### src/logic/flb_pkg.sv
// constants shared by the framer loopback control block
package flb_pkg;

	// ------------------------------------------------------------
	// register byte offsets on the avalon slave
	// ------------------------------------------------------------
	localparam logic [4:0] FLB_OFS_PRIMARY = 5'h00;
	localparam logic [4:0] FLB_OFS_SECONDARY = 5'h04;
	localparam logic [4:0] FLB_OFS_IDLE = 5'h08;
	localparam logic [4:0] FLB_OFS_OPTION = 5'h0C;
	localparam logic [4:0] FLB_OFS_STATUS = 5'h10;

	// ------------------------------------------------------------
	// field positions
	// ------------------------------------------------------------
	localparam int FLB_ADDR_LSB = 0;
	localparam int FLB_ADDR_MSB = 4;
	localparam int FLB_PMODE_LSB = 5;
	localparam int FLB_PMODE_MSB = 7;
	localparam int FLB_SMODE_LSB = 5;
	localparam int FLB_SMODE_MSB = 6;
	localparam int FLB_SEC_RSVD_BIT = 7;
	localparam int FLB_OPT_E1_BIT = 0;
	localparam int FLB_OPT_EXT_BIT = 3;

	// ------------------------------------------------------------
	// values after reset
	// ------------------------------------------------------------
	localparam logic [7:0] FLB_PRIMARY_RST = 8'h00;
	localparam logic [7:0] FLB_SECONDARY_RST = 8'h00;
	localparam logic [7:0] FLB_IDLE_RST = 8'h7F;
	localparam logic [7:0] FLB_OPTION_RST = 8'h00;

	// ------------------------------------------------------------
	// fixed codes
	// ------------------------------------------------------------
	localparam logic [7:0] FLB_AIS_BYTE = 8'hFF;
	localparam logic [4:0] FLB_SLOT_ZERO = 5'h00;

	typedef enum logic [2:0] {
		FLB_P_NONE = 3'h0,
		FLB_P_LINE = 3'h1,
		FLB_P_BOARD = 3'h2,
		FLB_P_SYS_SLOT = 3'h3,
		FLB_P_LINE_SLOT = 3'h4,
		FLB_P_BCAST = 3'h5,
		FLB_P_REGEN = 3'h6,
		FLB_P_PASS = 3'h7
	} flb_pmode_t;

	typedef enum logic [1:0] {
		FLB_S_NONE = 2'h0,
		FLB_S_SYS_SLOT = 2'h1,
		FLB_S_LINE_SLOT = 2'h2,
		FLB_S_RSVD = 2'h3
	} flb_smode_t;

	// true when the current slot is the addressed one
	function automatic logic flb_slot_hit(input logic [4:0] slot, input logic [4:0] addr);
		return slot == addr;
	endfunction

endpackage

### src/logic/flb_route.sv
// per-slot byte steering for the loopback modes
`timescale 1ns/1ps
module flb_route
	import flb_pkg::*;
(
	input wire logic [7:0] primary_loopback_reg,
	input wire logic [7:0] secondary_loopback_reg,
	input wire logic [7:0] line_idle_code_reg,
	input wire logic e1_mode,
	input wire logic ext_mode_select,
	input wire logic [4:0] slot,
	input wire logic [7:0] line_byte,
	input wire logic [7:0] sys_byte,
	input wire logic [7:0] bcast_hold,
	input wire logic [7:0] connect_hold,
	output logic [7:0] tx_line_next,
	output logic [7:0] sys_out_next,
	output logic regen_next,
	output logic dl_insert_next,
	output logic dl_in_crc_next,
	output logic sec_active
);
	import flb_pkg::*;

	flb_pmode_t primary_mode_code;
	flb_smode_t secondary_mode_code;
	logic [4:0] primary_slot_address;
	logic [4:0] secondary_slot_address;
	logic sec_blocked;

	// ------------------------------------------------------------
	// field decode
	// ------------------------------------------------------------
	assign primary_mode_code = flb_pmode_t'(primary_loopback_reg[FLB_PMODE_MSB:FLB_PMODE_LSB]);
	assign primary_slot_address = primary_loopback_reg[FLB_ADDR_MSB:FLB_ADDR_LSB];
	assign secondary_mode_code = flb_smode_t'(secondary_loopback_reg[FLB_SMODE_MSB:FLB_SMODE_LSB]);
	assign secondary_slot_address = secondary_loopback_reg[FLB_ADDR_MSB:FLB_ADDR_LSB];

	// secondary only when primary is not a whole-stream loopback
	assign sec_blocked = (primary_mode_code == FLB_P_LINE) || (primary_mode_code == FLB_P_BOARD)
		|| (primary_mode_code == FLB_P_PASS)
		|| (primary_mode_code == FLB_P_REGEN && !ext_mode_select); // RL16
	// reserved code 11 acts as no loopback
	assign sec_active = !sec_blocked && (secondary_slot_address != primary_slot_address)
		&& (secondary_mode_code == FLB_S_SYS_SLOT
		|| secondary_mode_code == FLB_S_LINE_SLOT); // RL16 RL18 RL15

	// steering of both directions for the current slot
	always_comb begin
		tx_line_next = sys_byte;
		sys_out_next = line_byte;
		regen_next = 1'b0;
		dl_insert_next = 1'b0;
		dl_in_crc_next = 1'b0;
		unique case (primary_mode_code)
			FLB_P_NONE: begin
			end
			FLB_P_LINE: begin
				tx_line_next = line_byte; // RL2
			end
			FLB_P_BOARD: begin
				tx_line_next = FLB_AIS_BYTE; // RL3
				sys_out_next = sys_byte; // RL3
			end
			FLB_P_SYS_SLOT: begin
				if (flb_slot_hit(slot, primary_slot_address)) begin
					sys_out_next = sys_byte; // RL4
					tx_line_next = line_idle_code_reg; // RL4 RL17
				end
			end
			FLB_P_LINE_SLOT: begin
				if (flb_slot_hit(slot, primary_slot_address)) begin
					tx_line_next = line_byte; // RL5
					sys_out_next = line_idle_code_reg; // RL5 RL17
				end
			end
			FLB_P_BCAST: begin
				if (e1_mode && flb_slot_hit(slot, FLB_SLOT_ZERO)) begin
					tx_line_next = bcast_hold; // RL6
				end
			end
			FLB_P_REGEN: begin
				if (!ext_mode_select) begin
					// framer rebuilds framing, crc and whole slot 0 on e1
					tx_line_next = line_byte; // RL7
					regen_next = 1'b1; // RL7 RL8
					dl_insert_next = 1'b1; // RL7
				end else if (e1_mode && flb_slot_hit(slot, FLB_SLOT_ZERO)) begin
					sys_out_next = connect_hold; // RL10
				end
			end
			FLB_P_PASS: begin
				tx_line_next = line_byte; // RL11
				dl_insert_next = 1'b1; // RL11
				dl_in_crc_next = e1_mode; // RL12 RL13
			end
		endcase
		// the secondary loop never shares the primary slot
		if (sec_active && flb_slot_hit(slot, secondary_slot_address)) begin
			if (secondary_mode_code == FLB_S_SYS_SLOT) begin
				sys_out_next = sys_byte; // RL15
				tx_line_next = line_idle_code_reg; // RL15
			end else begin
				tx_line_next = line_byte; // RL15
				sys_out_next = line_idle_code_reg; // RL15
			end
		end
	end

endmodule

### src/logic/flb_loopback.sv
// framer loopback control: avalon registers and slot datapath
//
// Notes on behaviour
// RL1 - primary register: slot address bits 0-4, mode bits 5-7, resets to zero
// RL2 - mode 001 sends all received line data back to the line
// RL3 - mode 010 returns system data to system and sends AIS to line
// RL4 - mode 011 loops addressed slot on system side, idle code to line
// RL5 - mode 100 loops addressed slot line to line, idle code to system
// RL6 - mode 101 on E1 copies addressed slot also into slot 0
// RL7 - mode 110, select clear: payload to line, framing regenerated, system link inserted
// RL8 - regenerated mode on E1 rebuilds whole slot 0 in transmit framer
// RL9 - regenerated mode keeps receive framing and system delivery normal
// RL10 - mode 110, select set: addressed system slot returned in slot 0; the code does this on E1 only
// RL11 - mode 111 loops payload, CRC and framing, replaces data link bits
// RL12 - passthrough under ESF: inserted link bits leave CRC-6 unaffected
// RL13 - passthrough under E1: link bits count in CRC-4, remote sees errors
// RL14 - secondary register: address bits 0-4, mode 5-6, bit 7 zero
// RL15 - secondary codes: none, system slot, line slot, reserved
// RL16 - secondary acts only on another slot and no whole-stream loopback
// RL17 - idle code comes from an 8-bit register resetting to 7F
// RL18 - reserved secondary code behaves as no secondary loopback
`timescale 1ns/1ps
module flb_loopback
	import flb_pkg::*;
(
	input wire logic mclk,
	input wire logic arst_n,
	input wire logic [4:0] avs_address,
	input wire logic avs_read,
	input wire logic avs_write,
	input wire logic [31:0] avs_writedata,
	input wire logic [3:0] avs_byteenable,
	output logic [31:0] avs_readdata,
	output logic avs_waitrequest,
	input wire logic slot_strobe,
	input wire logic [4:0] slot_num,
	input wire logic [7:0] line_rx_byte,
	input wire logic [7:0] sys_rx_byte,
	output logic out_strobe,
	output logic [4:0] out_slot,
	output logic [7:0] line_tx_byte,
	output logic [7:0] sys_tx_byte,
	output logic tx_regen_framing,
	output logic tx_dl_from_system,
	output logic tx_dl_in_crc
);
	import flb_pkg::*;

	// ------------------------------------------------------------
	// reset release
	// ------------------------------------------------------------
	logic rst_meta_reg;
	logic rst_n;

	// two-stage release of the asynchronous reset
	always_ff @(posedge mclk or negedge arst_n) begin
		if (!arst_n) begin
			rst_meta_reg <= 1'b0;
			rst_n <= 1'b0;
		end else begin
			rst_meta_reg <= 1'b1;
			rst_n <= rst_meta_reg;
		end
	end

	// ------------------------------------------------------------
	// register file
	// ------------------------------------------------------------
	logic [7:0] primary_loopback_reg;
	logic [7:0] secondary_loopback_reg;
	logic [7:0] line_idle_code_reg;
	logic [7:0] framer_option_reg;
	logic [31:0] readdata_next;
	logic [7:0] status_byte;
	logic wr_take;
	logic sec_active;

	// a write with byteenable bit 0 set lands on the edge where waitrequest is seen low
	assign wr_take = avs_write && !avs_waitrequest && avs_byteenable[0];

	// primary mode and address
	always_ff @(posedge mclk or negedge rst_n) begin
		if (!rst_n) begin
			primary_loopback_reg <= FLB_PRIMARY_RST; // RL1
		end else if (wr_take && avs_address == FLB_OFS_PRIMARY) begin
			primary_loopback_reg <= avs_writedata[7:0]; // RL1
		end
	end

	// secondary mode and address, reserved bit kept at zero
	always_ff @(posedge mclk or negedge rst_n) begin
		if (!rst_n) begin
			secondary_loopback_reg <= FLB_SECONDARY_RST; // RL14
		end else if (wr_take && avs_address == FLB_OFS_SECONDARY) begin
			secondary_loopback_reg <= {1'b0, avs_writedata[6:0]}; // RL14
		end
	end

	// programmable idle code
	always_ff @(posedge mclk or negedge rst_n) begin
		if (!rst_n) begin
			line_idle_code_reg <= FLB_IDLE_RST; // RL17
		end else if (wr_take && avs_address == FLB_OFS_IDLE) begin
			line_idle_code_reg <= avs_writedata[7:0]; // RL17
		end
	end

	// framing option: e1 select and external mode select
	always_ff @(posedge mclk or negedge rst_n) begin
		if (!rst_n) begin
			framer_option_reg <= FLB_OPTION_RST;
		end else if (wr_take && avs_address == FLB_OFS_OPTION) begin
			framer_option_reg <= avs_writedata[7:0];
		end
	end

	// status: secondary active and flags of the datapath
	assign status_byte = {3'h0, sec_active, tx_dl_in_crc, tx_dl_from_system,
		tx_regen_framing, out_strobe};

	// read mux, unmapped offsets read as zero
	always_comb begin
		readdata_next = 32'h0000_0000;
		unique case (avs_address)
			FLB_OFS_PRIMARY: readdata_next[7:0] = primary_loopback_reg;
			FLB_OFS_SECONDARY: readdata_next[7:0] = secondary_loopback_reg;
			FLB_OFS_IDLE: readdata_next[7:0] = line_idle_code_reg;
			FLB_OFS_OPTION: readdata_next[7:0] = framer_option_reg;
			FLB_OFS_STATUS: readdata_next[7:0] = status_byte;
			default: readdata_next = 32'h0000_0000;
		endcase
	end

	// one-cycle answer: waitrequest drops one cycle after the request
	always_ff @(posedge mclk or negedge rst_n) begin
		if (!rst_n) begin
			avs_waitrequest <= 1'b1;
			avs_readdata <= 32'h0000_0000;
		end else if ((avs_read || avs_write) && avs_waitrequest) begin
			avs_waitrequest <= 1'b0;
			avs_readdata <= readdata_next;
		end else begin
			avs_waitrequest <= 1'b1;
		end
	end

	// ------------------------------------------------------------
	// slot held for slot 0 insertion
	// ------------------------------------------------------------
	logic [7:0] bcast_hold_reg;
	logic [7:0] connect_hold_reg;
	logic [4:0] primary_slot_address;

	assign primary_slot_address = primary_loopback_reg[FLB_ADDR_MSB:FLB_ADDR_LSB];

	// addressed system slot captured for the next frame's slot 0
	always_ff @(posedge mclk or negedge rst_n) begin
		if (!rst_n) begin
			bcast_hold_reg <= 8'h00;
			connect_hold_reg <= 8'h00;
		end else if (slot_strobe && flb_slot_hit(slot_num, primary_slot_address)) begin
			bcast_hold_reg <= sys_rx_byte; // RL6
			connect_hold_reg <= sys_rx_byte; // RL10
		end
	end

	// ------------------------------------------------------------
	// steering and output stage
	// ------------------------------------------------------------
	logic [7:0] tx_line_next;
	logic [7:0] sys_out_next;
	logic regen_next;
	logic dl_insert_next;
	logic dl_in_crc_next;

	flb_route u_route (
		.primary_loopback_reg(primary_loopback_reg),
		.secondary_loopback_reg(secondary_loopback_reg),
		.line_idle_code_reg(line_idle_code_reg),
		.e1_mode(framer_option_reg[FLB_OPT_E1_BIT]),
		.ext_mode_select(framer_option_reg[FLB_OPT_EXT_BIT]),
		.slot(slot_num),
		.line_byte(line_rx_byte),
		.sys_byte(sys_rx_byte),
		.bcast_hold(bcast_hold_reg),
		.connect_hold(connect_hold_reg),
		.tx_line_next(tx_line_next),
		.sys_out_next(sys_out_next),
		.regen_next(regen_next),
		.dl_insert_next(dl_insert_next),
		.dl_in_crc_next(dl_in_crc_next),
		.sec_active(sec_active)
	);

	// byte outputs follow each slot strobe by one cycle
	always_ff @(posedge mclk or negedge rst_n) begin
		if (!rst_n) begin
			out_strobe <= 1'b0;
			out_slot <= 5'h00;
			line_tx_byte <= 8'h00;
			sys_tx_byte <= 8'h00;
		end else begin
			out_strobe <= slot_strobe;
			if (slot_strobe) begin
				out_slot <= slot_num;
				line_tx_byte <= tx_line_next; // RL2 RL3 RL4 RL5 RL11
				sys_tx_byte <= sys_out_next; // RL9
			end
		end
	end

	// framing controls to the transmit framer, level per mode
	always_ff @(posedge mclk or negedge rst_n) begin
		if (!rst_n) begin
			tx_regen_framing <= 1'b0;
			tx_dl_from_system <= 1'b0;
			tx_dl_in_crc <= 1'b0;
		end else begin
			tx_regen_framing <= regen_next; // RL7 RL8
			tx_dl_from_system <= dl_insert_next; // RL7 RL11
			tx_dl_in_crc <= dl_in_crc_next; // RL12 RL13
		end
	end

	// ------------------------------------------------------------
	// assertions
	// ------------------------------------------------------------
	logic [2:0] pmode;
	logic e1_on;
	logic ext_on;
	logic [4:0] sec_addr;
	logic [1:0] sec_code;

	assign pmode = primary_loopback_reg[FLB_PMODE_MSB:FLB_PMODE_LSB];
	assign e1_on = framer_option_reg[FLB_OPT_E1_BIT];
	assign ext_on = framer_option_reg[FLB_OPT_EXT_BIT];
	assign sec_addr = secondary_loopback_reg[FLB_ADDR_MSB:FLB_ADDR_LSB];
	assign sec_code = secondary_loopback_reg[FLB_SMODE_MSB:FLB_SMODE_LSB];
endmodule

### config.mk
export PLATFORM = sky130hd
export DESIGN_NAME = flb_loopback
export DESIGN_NICKNAME = d
export VERILOG_FILES = /design/src/logic/flb_pkg.sv /design/src/logic/flb_route.sv /design/src/logic/flb_loopback.sv
export SDC_FILE = /design/constraint.sdc
export NUM_CORES = 1
export LEC_CHECK = 0
export CORE_MARGIN = 3
export CORE_UTILIZATION = 50
export CTS_CLUSTER_SIZE = 20
export DETAILED_ROUTE_END_ITERATION = 8
export DONT_BUFFER_PORTS = 1
export PLACE_DENSITY = 0.65
export SLEW_MARGIN = 5
export SYNTH_ARGS = -nofsm -noshare
export SYNTH_HDL_FRONTEND = slang
export SYNTH_HIERARCHICAL = 1
export SYNTH_SLANG_ARGS = --single-unit
### constraint.sdc
create_clock -name mclk -period 3.1 [get_ports mclk]
set_clock_uncertainty 0.15 [all_clocks]
set_input_delay 0.31 -clock mclk [delete_from_list [all_inputs] [get_ports mclk]]
set_output_delay 0.31 -clock mclk [all_outputs]
set_load 0.03 [all_outputs]
==> results of run 1 <==
through the flow:
step	util	hold slack, ps
CTS	0.584	21.7
finish	0.584	34.9
global placement	0.533	-136
detailed placement	0.533	-136
global route	0.584	19.1
floorplan	-	-136
critical path, delay by kind of cell, from the launching register on:
| family | cells | cell delay, ps |
|---|---|---|
| mux | 1 | 270 |
| compound gates | 4 | 900 |
| xor+xnor | 1 | 170 |
| simple gates | 2 | 740 |
| flops | 1 | 460 |
cell type report:
| class | instances | area (um2) |
|---|---|---|
| Clock buffer | 13 | 149 |
| Timing Repair Buffer | 30 | 295 |
| Tap cell | 105 | 131 |
| Multi-Input combinational cell | 319 | 2390 |
| Sequential cell | 75 | 1890 |
| Inverter | 4 | 15.0 |
| Fill cell | 713 | 3510 |
| Clock inverter | 3 | 47.5 |
cells by family (layout without fill, tap and decap cells):
| kind of cell | count (synthesis) | in the layout | synth area share |
|---|---|---|---|
| simple gates | 99 | 99 | 0.114 |
| compound gates | 95 | 95 | 0.151 |
| mux | 79 | 79 | 0.208 |
| flops | 75 | 75 | 0.423 |
| buf+inv | 42 | 50 | 0.0598 |
| xor+xnor | 20 | 20 | 0.0393 |
| other cells | 2 | 25 | 0.00168 |
| fa+ha+maj | 1 | 1 | 0.00281 |
cells in the final DEF (no fill, tap or decap), types with 10 or more instances in the layout:
cell type,synthesis,layout
sky130_fd_sc_hd__a21oi_1,24,24
sky130_fd_sc_hd__xor2_1,14,14
sky130_fd_sc_hd__a22oi_1,13,13
sky130_fd_sc_hd__nand2_1,31,31
sky130_fd_sc_hd__mux2_2,57,57
sky130_fd_sc_hd__a22o_1,10,10
sky130_fd_sc_hd__clkbuf_8,0,10
sky130_fd_sc_hd__dlygate4sd3_1,0,23
sky130_fd_sc_hd__mux2i_1,12,12
sky130_fd_sc_hd__conb_1,2,25
sky130_fd_sc_hd__nor2_1,34,34
sky130_fd_sc_hd__dfrtp_1,67,66
metal layers:
metal | vias to the layer above | GRT usage | routed length (um)
li1 | 1520 | - | -
met3 | 19 | 0.0598 | 960
met2 | 172 | 0.343 | 5150
met5 | - | 0 | 0
met4 | 0 | 0.0933 | 239
met1 | 1658 | 0.323 | 4910
power breakdown:
group | internal (W) | leakage [nW] | switching, W | total, W
clock network | 0.000400 | 0.0982 | 0.000369 | 0.000769
logic | 0.000243 | 1.12 | 0.000246 | 0.000489
registers | 0.00112 | 0.939 | 0.000254 | 0.00137
path summary, 6_finish.rpt:
check | cells after the start | startpoint | slack (ps) | endpoint
setup reg to reg | 8 | primary_loopback_reg[3] | 300 | line_tx_byte[2]
max in group asynchronous | 1 | rst_n | 2330 | avs_waitrequest
hold reg to reg | 1 | rst_n | 130 | framer_option_reg[1]
setup / recovery | 8 | primary_loopback_reg[3] | 300 | line_tx_byte[2]
min in group mclk | 2 | avs_address[3] | 50 | avs_readdata[2]
hold / removal | 1 | arst_n | 30 | rst_meta_reg
synth_stat cells (5+ instances only):
master | count | share of area
sky130_fd_sc_hd__mux2i_1 | 12 | 0.027
sky130_fd_sc_hd__a22oi_1 | 13 | 0.022
sky130_fd_sc_hd__nand2_1 | 31 | 0.026
sky130_fd_sc_hd__a21oi_1 | 24 | 0.027
sky130_fd_sc_hd__clkbuf_1 | 5 | 0.0042
sky130_fd_sc_hd__a22o_1 | 10 | 0.020
sky130_fd_sc_hd__o21ai_0 | 7 | 0.0079
sky130_fd_sc_hd__a31oi_1 | 5 | 0.0070
sky130_fd_sc_hd__o31ai_1 | 7 | 0.012
sky130_fd_sc_hd__nor2_1 | 34 | 0.029
sky130_fd_sc_hd__mux2_4 | 8 | 0.027
sky130_fd_sc_hd__xnor2_1 | 6 | 0.012
sky130_fd_sc_hd__o22ai_1 | 5 | 0.0070
sky130_fd_sc_hd__dfrtp_1 | 67 | 0.38
sky130_fd_sc_hd__xor2_1 | 14 | 0.028
sky130_fd_sc_hd__dfstp_2 | 8 | 0.047
sky130_fd_sc_hd__buf_4 | 24 | 0.040
sky130_fd_sc_hd__mux2_2 | 57 | 0.14
sky130_fd_sc_hd__a221o_1 | 7 | 0.016
==> impl.org, run 1 <==
** Logic synthesis
- The synthesized design contains 0 enable-type register cells.
- Most used flip-flop cell after synthesis :: sky130_fd_sc_hd__dfrtp_1
- The mapped netlist covers about 4500 um2.
- In this run the mean area of a mapped cell was approximately 11 um2.
- Post-synthesis instance total :: between 400 and 500
- Share of async-settable or async-resettable flops after synthesis :: 1.00
- The synthesized design contains 75 register bits.
- During synthesis, Yosys emitted a total of 6 warnings.
- The share of the Yosys chip area taken by registers is 0.423.
- Number of different library cells in the post-synthesis netlist :: 57

** Clocking
- Skew-Pair Late Insertion Delay :: 350 ps
- In this run the number of H-tree levels came out at 3.
- In this run, post-CTS repair resized a total of 0 instances.
- Number of buffers added by the clock tree synthesis step :: 9
- For this design, the sink count on the clock tree is 75.
- Post-CTS setup repair buffer count :: 0
- Root buffer cell :: sky130_fd_sc_hd__clkbuf_8
- Count of hold-fix buffers inserted at cts :: 23
- Clock-pin slew was measured on the worst setup and hold paths at around 80 ps.
- CTS tree :: done
- Maximum number of buffers from clock root to sink :: 2

** Global routing
- Global-route wire length before repair :: about 18 mm
- The number of global-route vias before repair is about 3.3k.
- After global routing the overflow that remains totals 0.
- Aggregate global-route resource usage :: 0.231
- Entering global routing, the biggest net connects between 70 and 80 pins.
- Number of antenna violations at the first check in global routing :: 0

** Critical path
- The critical path is of the flop to flop type.
- Critical path peak fanout :: 8
- WP data required :: roughly 3200 ps
- Traced cell by cell, the critical path runs through xor2_1, nor3_1, and2_1, o21ai_2, a221o_1, o31ai_1, a21oi_1, mux2_2.
- Slowest-stage cell, CP :: sky130_fd_sc_hd__dfrtp_1
- The worst setup path is launched from a flop.
- On the worst path, the slowest cell contributes a delay of 460 ps.
- Data arrival time of the worst path :: 2880 ps
- Setup crit end kind :: flop

** Floorplan
- The die is 100 um wide.
- The core region is around 8400 um2.
- During I/O placement, the number of pins put on the boundary was between 100 and 150.
- Row cnt :: 33
- For this configuration, the core starts out at a cell density of 0.529.
- In this run the vertical extent of the chip is 100 um.
- Full die area :: between 10000 and 15000 um2

** Detailed routing
- After detailed routing, the number of vias per cell comes to slightly above 6.
- In the routed design, unresolved DRC markers number 0.
- In the final routed layout, each cell accounts on average for around 21 um.
- Summing over every cut layer, the via total after detailed routing is ~3.4k.
- The detailed router finished its first iteration with 209 violations.
- Once detail routing completed, the nets flagged for antenna violations numbered 0.
- Number of iterations in the first detailed-routing pass :: 5
- For this block, the routed nets add up to 11.3 mm of wire.

** STA
- Final WS setup :: about 300 ps
- Final hold violation count :: 0
- Share of the clock period used by the worst path :: 0.903
- Headroom to the max-slew limit came out at 0.324.
- Static timing analysis puts the maximum clock frequency at approximately 360 MHz.
- Setup-violating endpoint count in the final report :: 0
- Final sum of negative setup slack :: 0 ps
- Actual slew at the worst max-slew pin :: roughly 1000 ps
- Setup repair after global routing missed its margin :: false
- The worst path in the final design needs a cycle of between 2000 and 3000 ps, including I/O delays and setup.
- Count of pins over their slew limit :: 0

** Placement
- During placement, the flow inserted port buffers numbering 0.
- Routability-driven placement finished with a final weighted congestion of between 0.8 and 0.9.
- In this run the cell area measured after placement is roughly 4500 um2.
- Worst setup timing slack at the placement stage :: about 330 ps
- HPWL after DPL :: ~8.1 mm
- Once placement completed, the tool counted placed cells totaling 510.

** Finish
- With fillers left out, the area of the finished cells amounts to about 5000 um2.
- After the last flow step, the layout net total stands at a little over 500.
- Share of cells above drive strength 1 :: 0.243
- Relative to the synthesized area, the layout overhead comes to 10.3%.
- Fin cells :: 549
- Antenna Cells :: 0

** Power
- Power density cells :: 535 nW/um2
- VDD sags by at most about 0.45 mV.
- The analysis attributes to cell leakage a power of roughly 2.2 nW.
- The design draws ~0.0026 W.

** Status
- The run finished with clean final reports.

** Run
- Max-cap viol count :: 0

** Hold path
- Worst hold-check path type :: input pin to async pin
Power figures use the tool's default switching activity.
==> run 2: changes to the inputs <==
--- a/config.mk
+++ b/config.mk
@@ -5,12 +5,13 @@
 export SDC_FILE = /design/constraint.sdc
 export NUM_CORES = 1
 export LEC_CHECK = 0
+export CAP_MARGIN = 25
 export CORE_MARGIN = 3
 export CORE_UTILIZATION = 50
 export CTS_CLUSTER_SIZE = 20
 export DETAILED_ROUTE_END_ITERATION = 8
 export DONT_BUFFER_PORTS = 1
-export PLACE_DENSITY = 0.65
+export PLACE_DENSITY = 0.75
 export SLEW_MARGIN = 5
 export SYNTH_ARGS = -nofsm -noshare
 export SYNTH_HDL_FRONTEND = slang
==> run 2 against run 1 <==
Against the previous run:
- global-route usage decreased by 1.1 points
- first-iteration DRC count increased by 15%
- final cell count increased by 0.36%
- routed wire length decreased by 2.7%
- combinational power decreased by 2%
- via count increased by 0.59%
- setup slack improved by 32 ps
- die area unchanged
- critical endpoint is now sys_tx_byte[1]
- clock power decreased by 15%
- non-clock buffer count increased by 2
- largest cell class unchanged
==> impl.org, run 2 (synthesis gave the netlist of run 1 again) <==
** Status
- The flow ran to the end, and the final reports show no timing, DRC or antenna violations.

** Critical path
- Data arrival time of the worst path :: 2840 ps
- Minimum setup slack among reg-to-reg paths :: 330 ps
- Worst reg-to-reg path cell count :: 8
- WP data required :: around 3200 ps
- Critical path peak fanout :: 15
- Category of the worst setup path launch point :: flop
- Start-to-end type of the worst setup path :: flop to flop
- Setup crit end kind :: flop

** Power
- Summed over all cells, the static leakage comes to 2.16 nW.
- Of the total power, registers draw 0.550.
- Power spread over the standard cell area amounts to a little over 500 nW/um2.
- Clock group share of total power :: 0.260
- Sw Share :: 0.345
- Comb power frac :: 0.190
- Reported net switching power :: roughly 0.00087 W
- Internal power comes to 0.00165 W.
- Worst IR Drop VDD :: between 0.3 and 0.4 mV

** Global routing
- The number of global-route vias before repair is ~3.4k.
- Global-route wire length before repair :: roughly 17 mm
- Entering global routing, the biggest net connects 27 pins.
- Number of antenna violations at the first check in global routing :: 0
- After global routing the overflow that remains totals 0.
- Aggregate global-route resource usage :: 0.220

** Floorplan
- DIE HEIGHT :: 100 um
- Full die area :: 10100 um2
- The die is roughly 100 um wide.
- Row cnt :: 33
- The initial utilization of the core area, before any placement, comes to 0.529.
- Number of ports placed on the die boundary :: roughly 130
- The total area inside the core boundary comes to ~8400 um2.

** STA
- Measured against its own limit, the worst slew margin works out to 0.453.
- Share of the clock period used by the worst path :: 0.893
- Setup violations remaining at the end of the flow were counted as 0.
- After layout, the minimum clock period comes to roughly 2800 ps.
- Fmax :: 361 MHz
- In the final timing run, aggregate negative setup slack is 0 ps.
- Actual slew at the worst max-slew pin :: ~800 ps
- Setup repair after global routing left no endpoint under its margin.
- The final max-slew violation count is 0.
- Final hold violation count :: 0

** Finish
- Nets :: about 500
- After filler insertion, the fill cell instance count of the layout stands at 707.
- Area grow syn2layout :: 9.88%
- Util after Layout :: 0.582
- Of the cells placed in the final design, the portion with a size suffix greater than 1 is 0.251.
- Antenna Cells :: 0
- Leaving out fill and tap cells, the most frequent cells in the layout are 66 x sky130_fd_sc_hd__dfrtp_1, 57 x sky130_fd_sc_hd__mux2_2, 34 x sky130_fd_sc_hd__nor2_1.
- The finished cells cover between 4000 and 5000 um2.
- Register cell area after layout :: about 1900 um2
- Leaving out fill and tap cells, the most frequent cell in the layout is sky130_fd_sc_hd__dfrtp_1.
- Area of the multi-input gates :: 2390 um2

** Clocking
- Clock-pin slew reported for the worst setup and hold paths after clock tree synthesis :: about 80 ps
- Skew-Pair Late Insertion Delay :: around 340 ps
- The H-tree generated during clock tree synthesis spans 3 levels.
- Counting along the longest clock path gives a buffer depth of 2.
- Root buffer cell :: sky130_fd_sc_hd__clkbuf_8
- CTS saw between 70 and 80 sinks.
- TritonCTS built the clock tree.
- Number of buffers added by the clock tree synthesis step :: 9
- Post-CTS repair changed the size of 0 cells.
- Post-CTS setup repair buffer count :: 0

** Detailed routing
- Via count :: 3389
- The first TritonRoute pass finished after 5 iterations.
- DRC violation total after the first TritonRoute iteration :: 240
- Antenna Nets Post-Route :: 0
- Number of DRC violations after detailed routing :: 0
- Routed len/inst :: 19.9 um
- Using the TritonRoute via totals, the vias-per-cell ratio works out to roughly 6.2.
- Routed Wire Length :: around 11 mm

** Hold path
- The path class of the tightest hold or removal check is input pin to async pin.

** Placement
- In this run the tool buffered the top-level ports with 0 buffer cells.
- Cell area after placement :: around 4500 um2
- The congestion estimate from routability-driven global placement came to between 0.9 and 1.
- After legalization and detailed placement, the total HPWL measured roughly 8.1 mm.

** Run
- Max-cap violations in this run came to 0.
[run 2: changes by cell type in the layout (fill, tap and decap cells not counted)]
cell,change
sky130_fd_sc_hd__clkbuf_8,-1
sky130_fd_sc_hd__bufinv_16,-1
sky130_fd_sc_hd__clkinvlp_4,+1
sky130_fd_sc_hd__clkinv_2,+3
sky130_fd_sc_hd__clkbuf_1,-2
sky130_fd_sc_hd__buf_4,+2
sky130_fd_sc_hd__buf_12,-1
sky130_fd_sc_hd__buf_8,+1
[run 2: timing repair]
action	in CTS	in global routing
endpoints found under the hold margin	63	0
setup endpoints to repair	0	0
hold buffers	23	0
[run 2: through the flow]
step,hold slack [ps],power [W],instances,setup slack (ps)
floorplan,-136,0.00176,436,721
global placement,-136,0.00182,511,508
detailed placement,-136,0.00185,511,453
CTS,25.3,0.00254,550,432
global route,23.6,0.00265,551,242
finish,40.8,0.00252,551,333
[run 2: layout make-up]
type,instances,share of cell area
sequential,75,0.385
tap,105,0.0268
multi-input combinational,319,0.488
timing repair buffer,32,0.0623
clock buffer,10,0.0261
clock inverter,6,0.00817
inverter,4,0.00307
[run 2: worst paths after layout]
path | from | to
min in group mclk | avs_address[3] | avs_readdata[0]
worst max-delay path | primary_loopback_reg[5] | sys_tx_byte[1]
max in group asynchronous | rst_n | line_idle_code_reg[5]
worst min-delay path | arst_n | rst_meta_reg
worst min register to register | rst_n | framer_option_reg[0]
worst max register to register | primary_loopback_reg[5] | sys_tx_byte[1]
[run 2: critical path, stage by stage (launching register included)]
cell	delay (ps)
sky130_fd_sc_hd__dfrtp_1	650
sky130_fd_sc_hd__and3b_1	370
sky130_fd_sc_hd__a21oi_1	70
sky130_fd_sc_hd__a21o_1	250
sky130_fd_sc_hd__nor2_2	390
sky130_fd_sc_hd__nor3_1	200
sky130_fd_sc_hd__a22oi_1	230
sky130_fd_sc_hd__nand2_1	100
sky130_fd_sc_hd__mux2_2	260
[run 2: routing by layer]
| metal | global-route usage | wire, um | share of wire | up-vias |
|---|---|---|---|---|
| li1 | - | - | - | 1527 |
| met1 | 0.277 | 4420 | 0.40 | 1648 |
| met3 | 0.0618 | 1000 | 0.091 | 25 |
| met4 | 0.0829 | 234 | 0.021 | 0 |
| met5 | 0 | 0 | 0 | - |
| met2 | 0.361 | 5300 | 0.48 | 189 |
[run 2: power by group through the flow]
| stage | clock (W) | combinational [W] | sequential (W) |
|---|---|---|---|
| 4_1_cts | 0.000675 | 0.000473 | 0.00139 |
| 2_1_floorplan | 0 | 0.000397 | 0.00137 |
| 6_report | 0.000655 | 0.000478 | 0.00139 |
| 3_5_place_dp | 0 | 0.000438 | 0.00141 |
| 5_1_grt | 0.000713 | 0.000528 | 0.00141 |
| 3_3_place_gp | 0 | 0.000425 | 0.00140 |
==> run 3: changes to the inputs <==
--- a/config.mk
+++ b/config.mk
@@ -5,6 +5,7 @@
 export SDC_FILE = /design/constraint.sdc
 export NUM_CORES = 1
 export LEC_CHECK = 0
+export ABC_AREA = 1
 export CAP_MARGIN = 25
 export CORE_MARGIN = 3
 export CORE_UTILIZATION = 50
==> run 3 against run 2 <==
Against the previous run:
- critical path type unchanged
- routed wire length up 18%
- count of clock-buffer cells in the layout down 1
- combinational power up 16%
- first-iteration DRC count up 96%
- highest routed layer unchanged
- synthesized cell count up 64%
==> impl.org, run 3 <==
** Critical path
- The worst setup path is captured at a flop.
- For the worst setup path, the data required time is 3190 ps.
- In this run the worst path has a maximum fanout of 30.
- STA classifies the critical path startpoint as a flop.
- The worst register-to-register path has a setup slack of 690 ps.
- Among the stages of the critical path, the cell type that occurs most often is sky130_fd_sc_hd__nor2_1.
- Data arrival time of the worst path :: 2500 ps
- Traced cell by cell, the critical path runs through inv_1, nor2_4, nand2_2, nand3_2, inv_2, nand4_4, nand2_1, nor2_1, nor2_1, mux2_2.
- In this design, the stage delay of the slowest critical-path cell is slightly above 600 ps.
- Slowest-stage cell, CP :: sky130_fd_sc_hd__dfrtp_1
- The worst setup path is of the flop to flop kind.

** Clocking
- The clock net in this run drives a total of 75 sinks.
- The root buffer cell chosen for the clock tree is sky130_fd_sc_hd__clkbuf_8.
- CTS tree :: done
- Count of hold-fix buffers inserted at cts :: 14
- Once the clock tree was built, the resizer swapped 0 gates to a different size.
- Maximum number of buffers from clock root to sink :: 2
- Skew-Pair Late Insertion Delay :: around 360 ps
- Max H-tree Level :: 3
- Once the clock tree was built, the setup fixing pass inserted 0 buffers.
- The number of clock buffers added by TritonCTS is 9.
- Clock-pin slew reported for the worst setup and hold paths after clock tree synthesis :: ~90 ps

** Finish
- Fill cells in the final layout number 900.
- Util after Layout :: 0.551
- Fin cells :: 820
- After the last flow step, the layout net total stands at 750.
- Leaving out fill and tap cells, the most frequent cell in the layout is sky130_fd_sc_hd__nand2_1.
- Antenna Cells :: 0
- Of the cells placed in the final design, the portion with a size suffix greater than 1 is 0.192.
- From synthesis to final layout, the design area changed by 5.56%.
- In the layout the commonest cells are 227 x sky130_fd_sc_hd__nand2_1, 66 x sky130_fd_sc_hd__dfrtp_1, 65 x sky130_fd_sc_hd__nor2_1.
- Register cell area after layout :: ~1900 um2
- The finished cells cover around 5500 um2.
- Summing all multi-input logic gate instances after layout gives approximately 2800 um2.

** Floorplan
- The die covers about 12000 um2.
- Starting density of the core :: 0.522
- Number of ports placed on the die boundary :: ~130
- Core box area :: between 9000 and 10000 um2
- DIE HEIGHT :: around 110 um
- After floorplanning, the core was divided into 36 placement rows.
- Die X :: about 110 um

** STA
- Final hold violation count :: 0
- Derived from the worst setup path, the maximum achievable clock frequency is just over 400 MHz.
- The smallest clock period supported by the final layout is computed as about 2400 ps.
- On the final layout, the worst hold slack is roughly 22 ps.
- Share of the clock period used by the worst path :: 0.777
- The worst pin sits at a relative slew slack of 0.400.
- Adding up every negative setup slack in the final design gives 0 ps.
- Count of pins over their slew limit :: 0
- Actual slew at the worst max-slew pin :: roughly 900 ps
- Setup-violating endpoint count in the final report :: 0
- Setup repair after global routing left no endpoint under its margin.

** Placement
- At the end of routability-driven placement, the weighted congestion stood at 0.928.
- Including well taps, the total number of placed cells is 789.
- In this run the cell area measured after placement is about 5100 um2.
- Detailed placement ended at an HPWL of a little over 9 mm.
- Number of buffers added on ports :: 0

** Logic synthesis
- Of all cell types, the one taking the most synthesized area is sky130_fd_sc_hd__dfrtp_1.
- Mapped Avg Cell Area :: between 7 and 8 um2
- Portion of the post-synthesis area used by sequential elements :: 0.363
- Post-synthesis instance total :: roughly 680
- Number of warnings issued by yosys :: 6
- The synthesized design contains 75 register bits.
- Number of different library cells in the post-synthesis netlist :: 39
- Most used flip-flop cell after synthesis :: sky130_fd_sc_hd__dfrtp_1
- Top cells by instance count after synthesis :: 227 x sky130_fd_sc_hd__nand2_1, 67 x sky130_fd_sc_hd__dfrtp_1, 65 x sky130_fd_sc_hd__nor2_1
- Count of flip-flops with a built-in enable after synthesis :: 0
- For this run, asynchronously set or reset flops after synthesis account for 1.00.
- Cells taking the most area after synthesis :: sky130_fd_sc_hd__dfrtp_1 32%, sky130_fd_sc_hd__nand2_1 16%, sky130_fd_sc_hd__mux2_2 6.7%
- Among all cell types in the netlist, the one instantiated most often is sky130_fd_sc_hd__nand2_1.
- Area of the mapped netlist :: just over 5000 um2
- Of the post-synthesis cell area, the dominant cell type holds 0.323.

** Detailed routing
- DRC violation total after the first TritonRoute iteration :: roughly 470
- Via count :: 4402
- Dividing the detail-routed wire length by the instance count gives 15.8 um.
- After detailed routing, the number of remaining DRC violations is 0.
- Number of iterations in the first detailed-routing pass :: 7
- Antenna Nets Post-Route :: 0
- Wires add up to between 10 and 15 mm.
- In the routed layout, each cell is associated on average with a via count of ~5.4.

** Run
- Max-cap violations in this run came to 0.

** Global routing
- Total grt overflow :: 0
- Pin count of the biggest net entering global routing :: 74
- The number of global-route vias before repair was just over 4k.
- Number of antenna violations at the first check in global routing :: 0
- Aggregate global-route resource usage :: 0.228
- The first global-routing pass estimated about 21 mm of wire.

** Power
- In this run the power density over the cells is 504 nW/um2.
- Leak pwr :: 2.75 nW
- Worst IR Drop VDD :: approximately 0.34 mV

** Status
- The flow ran to the end, and the final reports show no timing, DRC or antenna violations.

** Hold path
- Worst hold-check path type :: input pin to flop
==> run 3: changes by cell type after synthesis, sizes merged, moves of 27 or more <==
cell	delta
nand2	+206
o21ai	+34
mux2	-34
inv	+57
nand3	+27
nor2	+43
nand4	+43
==> run 3: critical path, delay by kind of cell (launching register included) <==
kind / cells / cell delay (ps)
simple gates: 7 / 1020
flops: 1 / 620
buf+inv: 2 / 230
mux: 1 / 260
==> run 3: power by group <==
group          internal (W)  switching (W)
Combinational      0.000209       0.000346
Clock              0.000460       0.000392
Sequential          0.00111       0.000252
Total               0.00177       0.000990
==> run 3: cells by family after synthesis <==
logic type                 after synthesis  synth area share
other                                    2           0.00145
buffers and inverters                  106             0.113
xor gates and xnor gates                 9            0.0166
DFF                                     75             0.363
AOI/OAI and AO/OA                       55            0.0730
and+or+nand+nor                        397             0.363
muxes                                   31            0.0672
adders and majority gates                1           0.00241
==> run 3: final timing paths <==
check	from	endpoint	cells past startpoint
max	primary_loopback_reg[6]	line_tx_byte[3]	10
min	avs_writedata[2]	line_idle_code_reg[2]	2
max reg2reg	primary_loopback_reg[6]	line_tx_byte[3]	10
min reg2reg	rst_meta_reg	rst_n	0
max in group asynchronous	rst_n	bcast_hold_reg[0]	1
min in group asynchronous	arst_n	rst_meta_reg	1
==> run 3: routing by layer <==
metal / up-vias / GRT usage / share of wire
met2: 219 / 0.338 / 0.44
met5: - / 0 / 0
li1: 2143 / - / -
met4: 0 / 0.0920 / 0.030
met3: 29 / 0.0564 / 0.090
met1: 2011 / 0.320 / 0.44
==> run 3: per-stage QoR <==
step | worst slack (ps) | total power [W]
global placement | 802 | 0.00188
global route | 501 | 0.00291
floorplan | 721 | 0.00181
finish | 692 | 0.00276
detailed placement | 728 | 0.00190
CTS | 711 | 0.00277
==> run 3: final cells by class <==
| cell class | count | area share |
|---|---|---|
| inverters | 62 | 0.0429 |
| well taps | 133 | 0.0304 |
| flip-flops and latches | 75 | 0.344 |
| repair buffers | 16 | 0.0297 |
| clock inverters | 7 | 0.0183 |
| clock buffers | 9 | 0.0226 |
| multi-input cells | 518 | 0.512 |
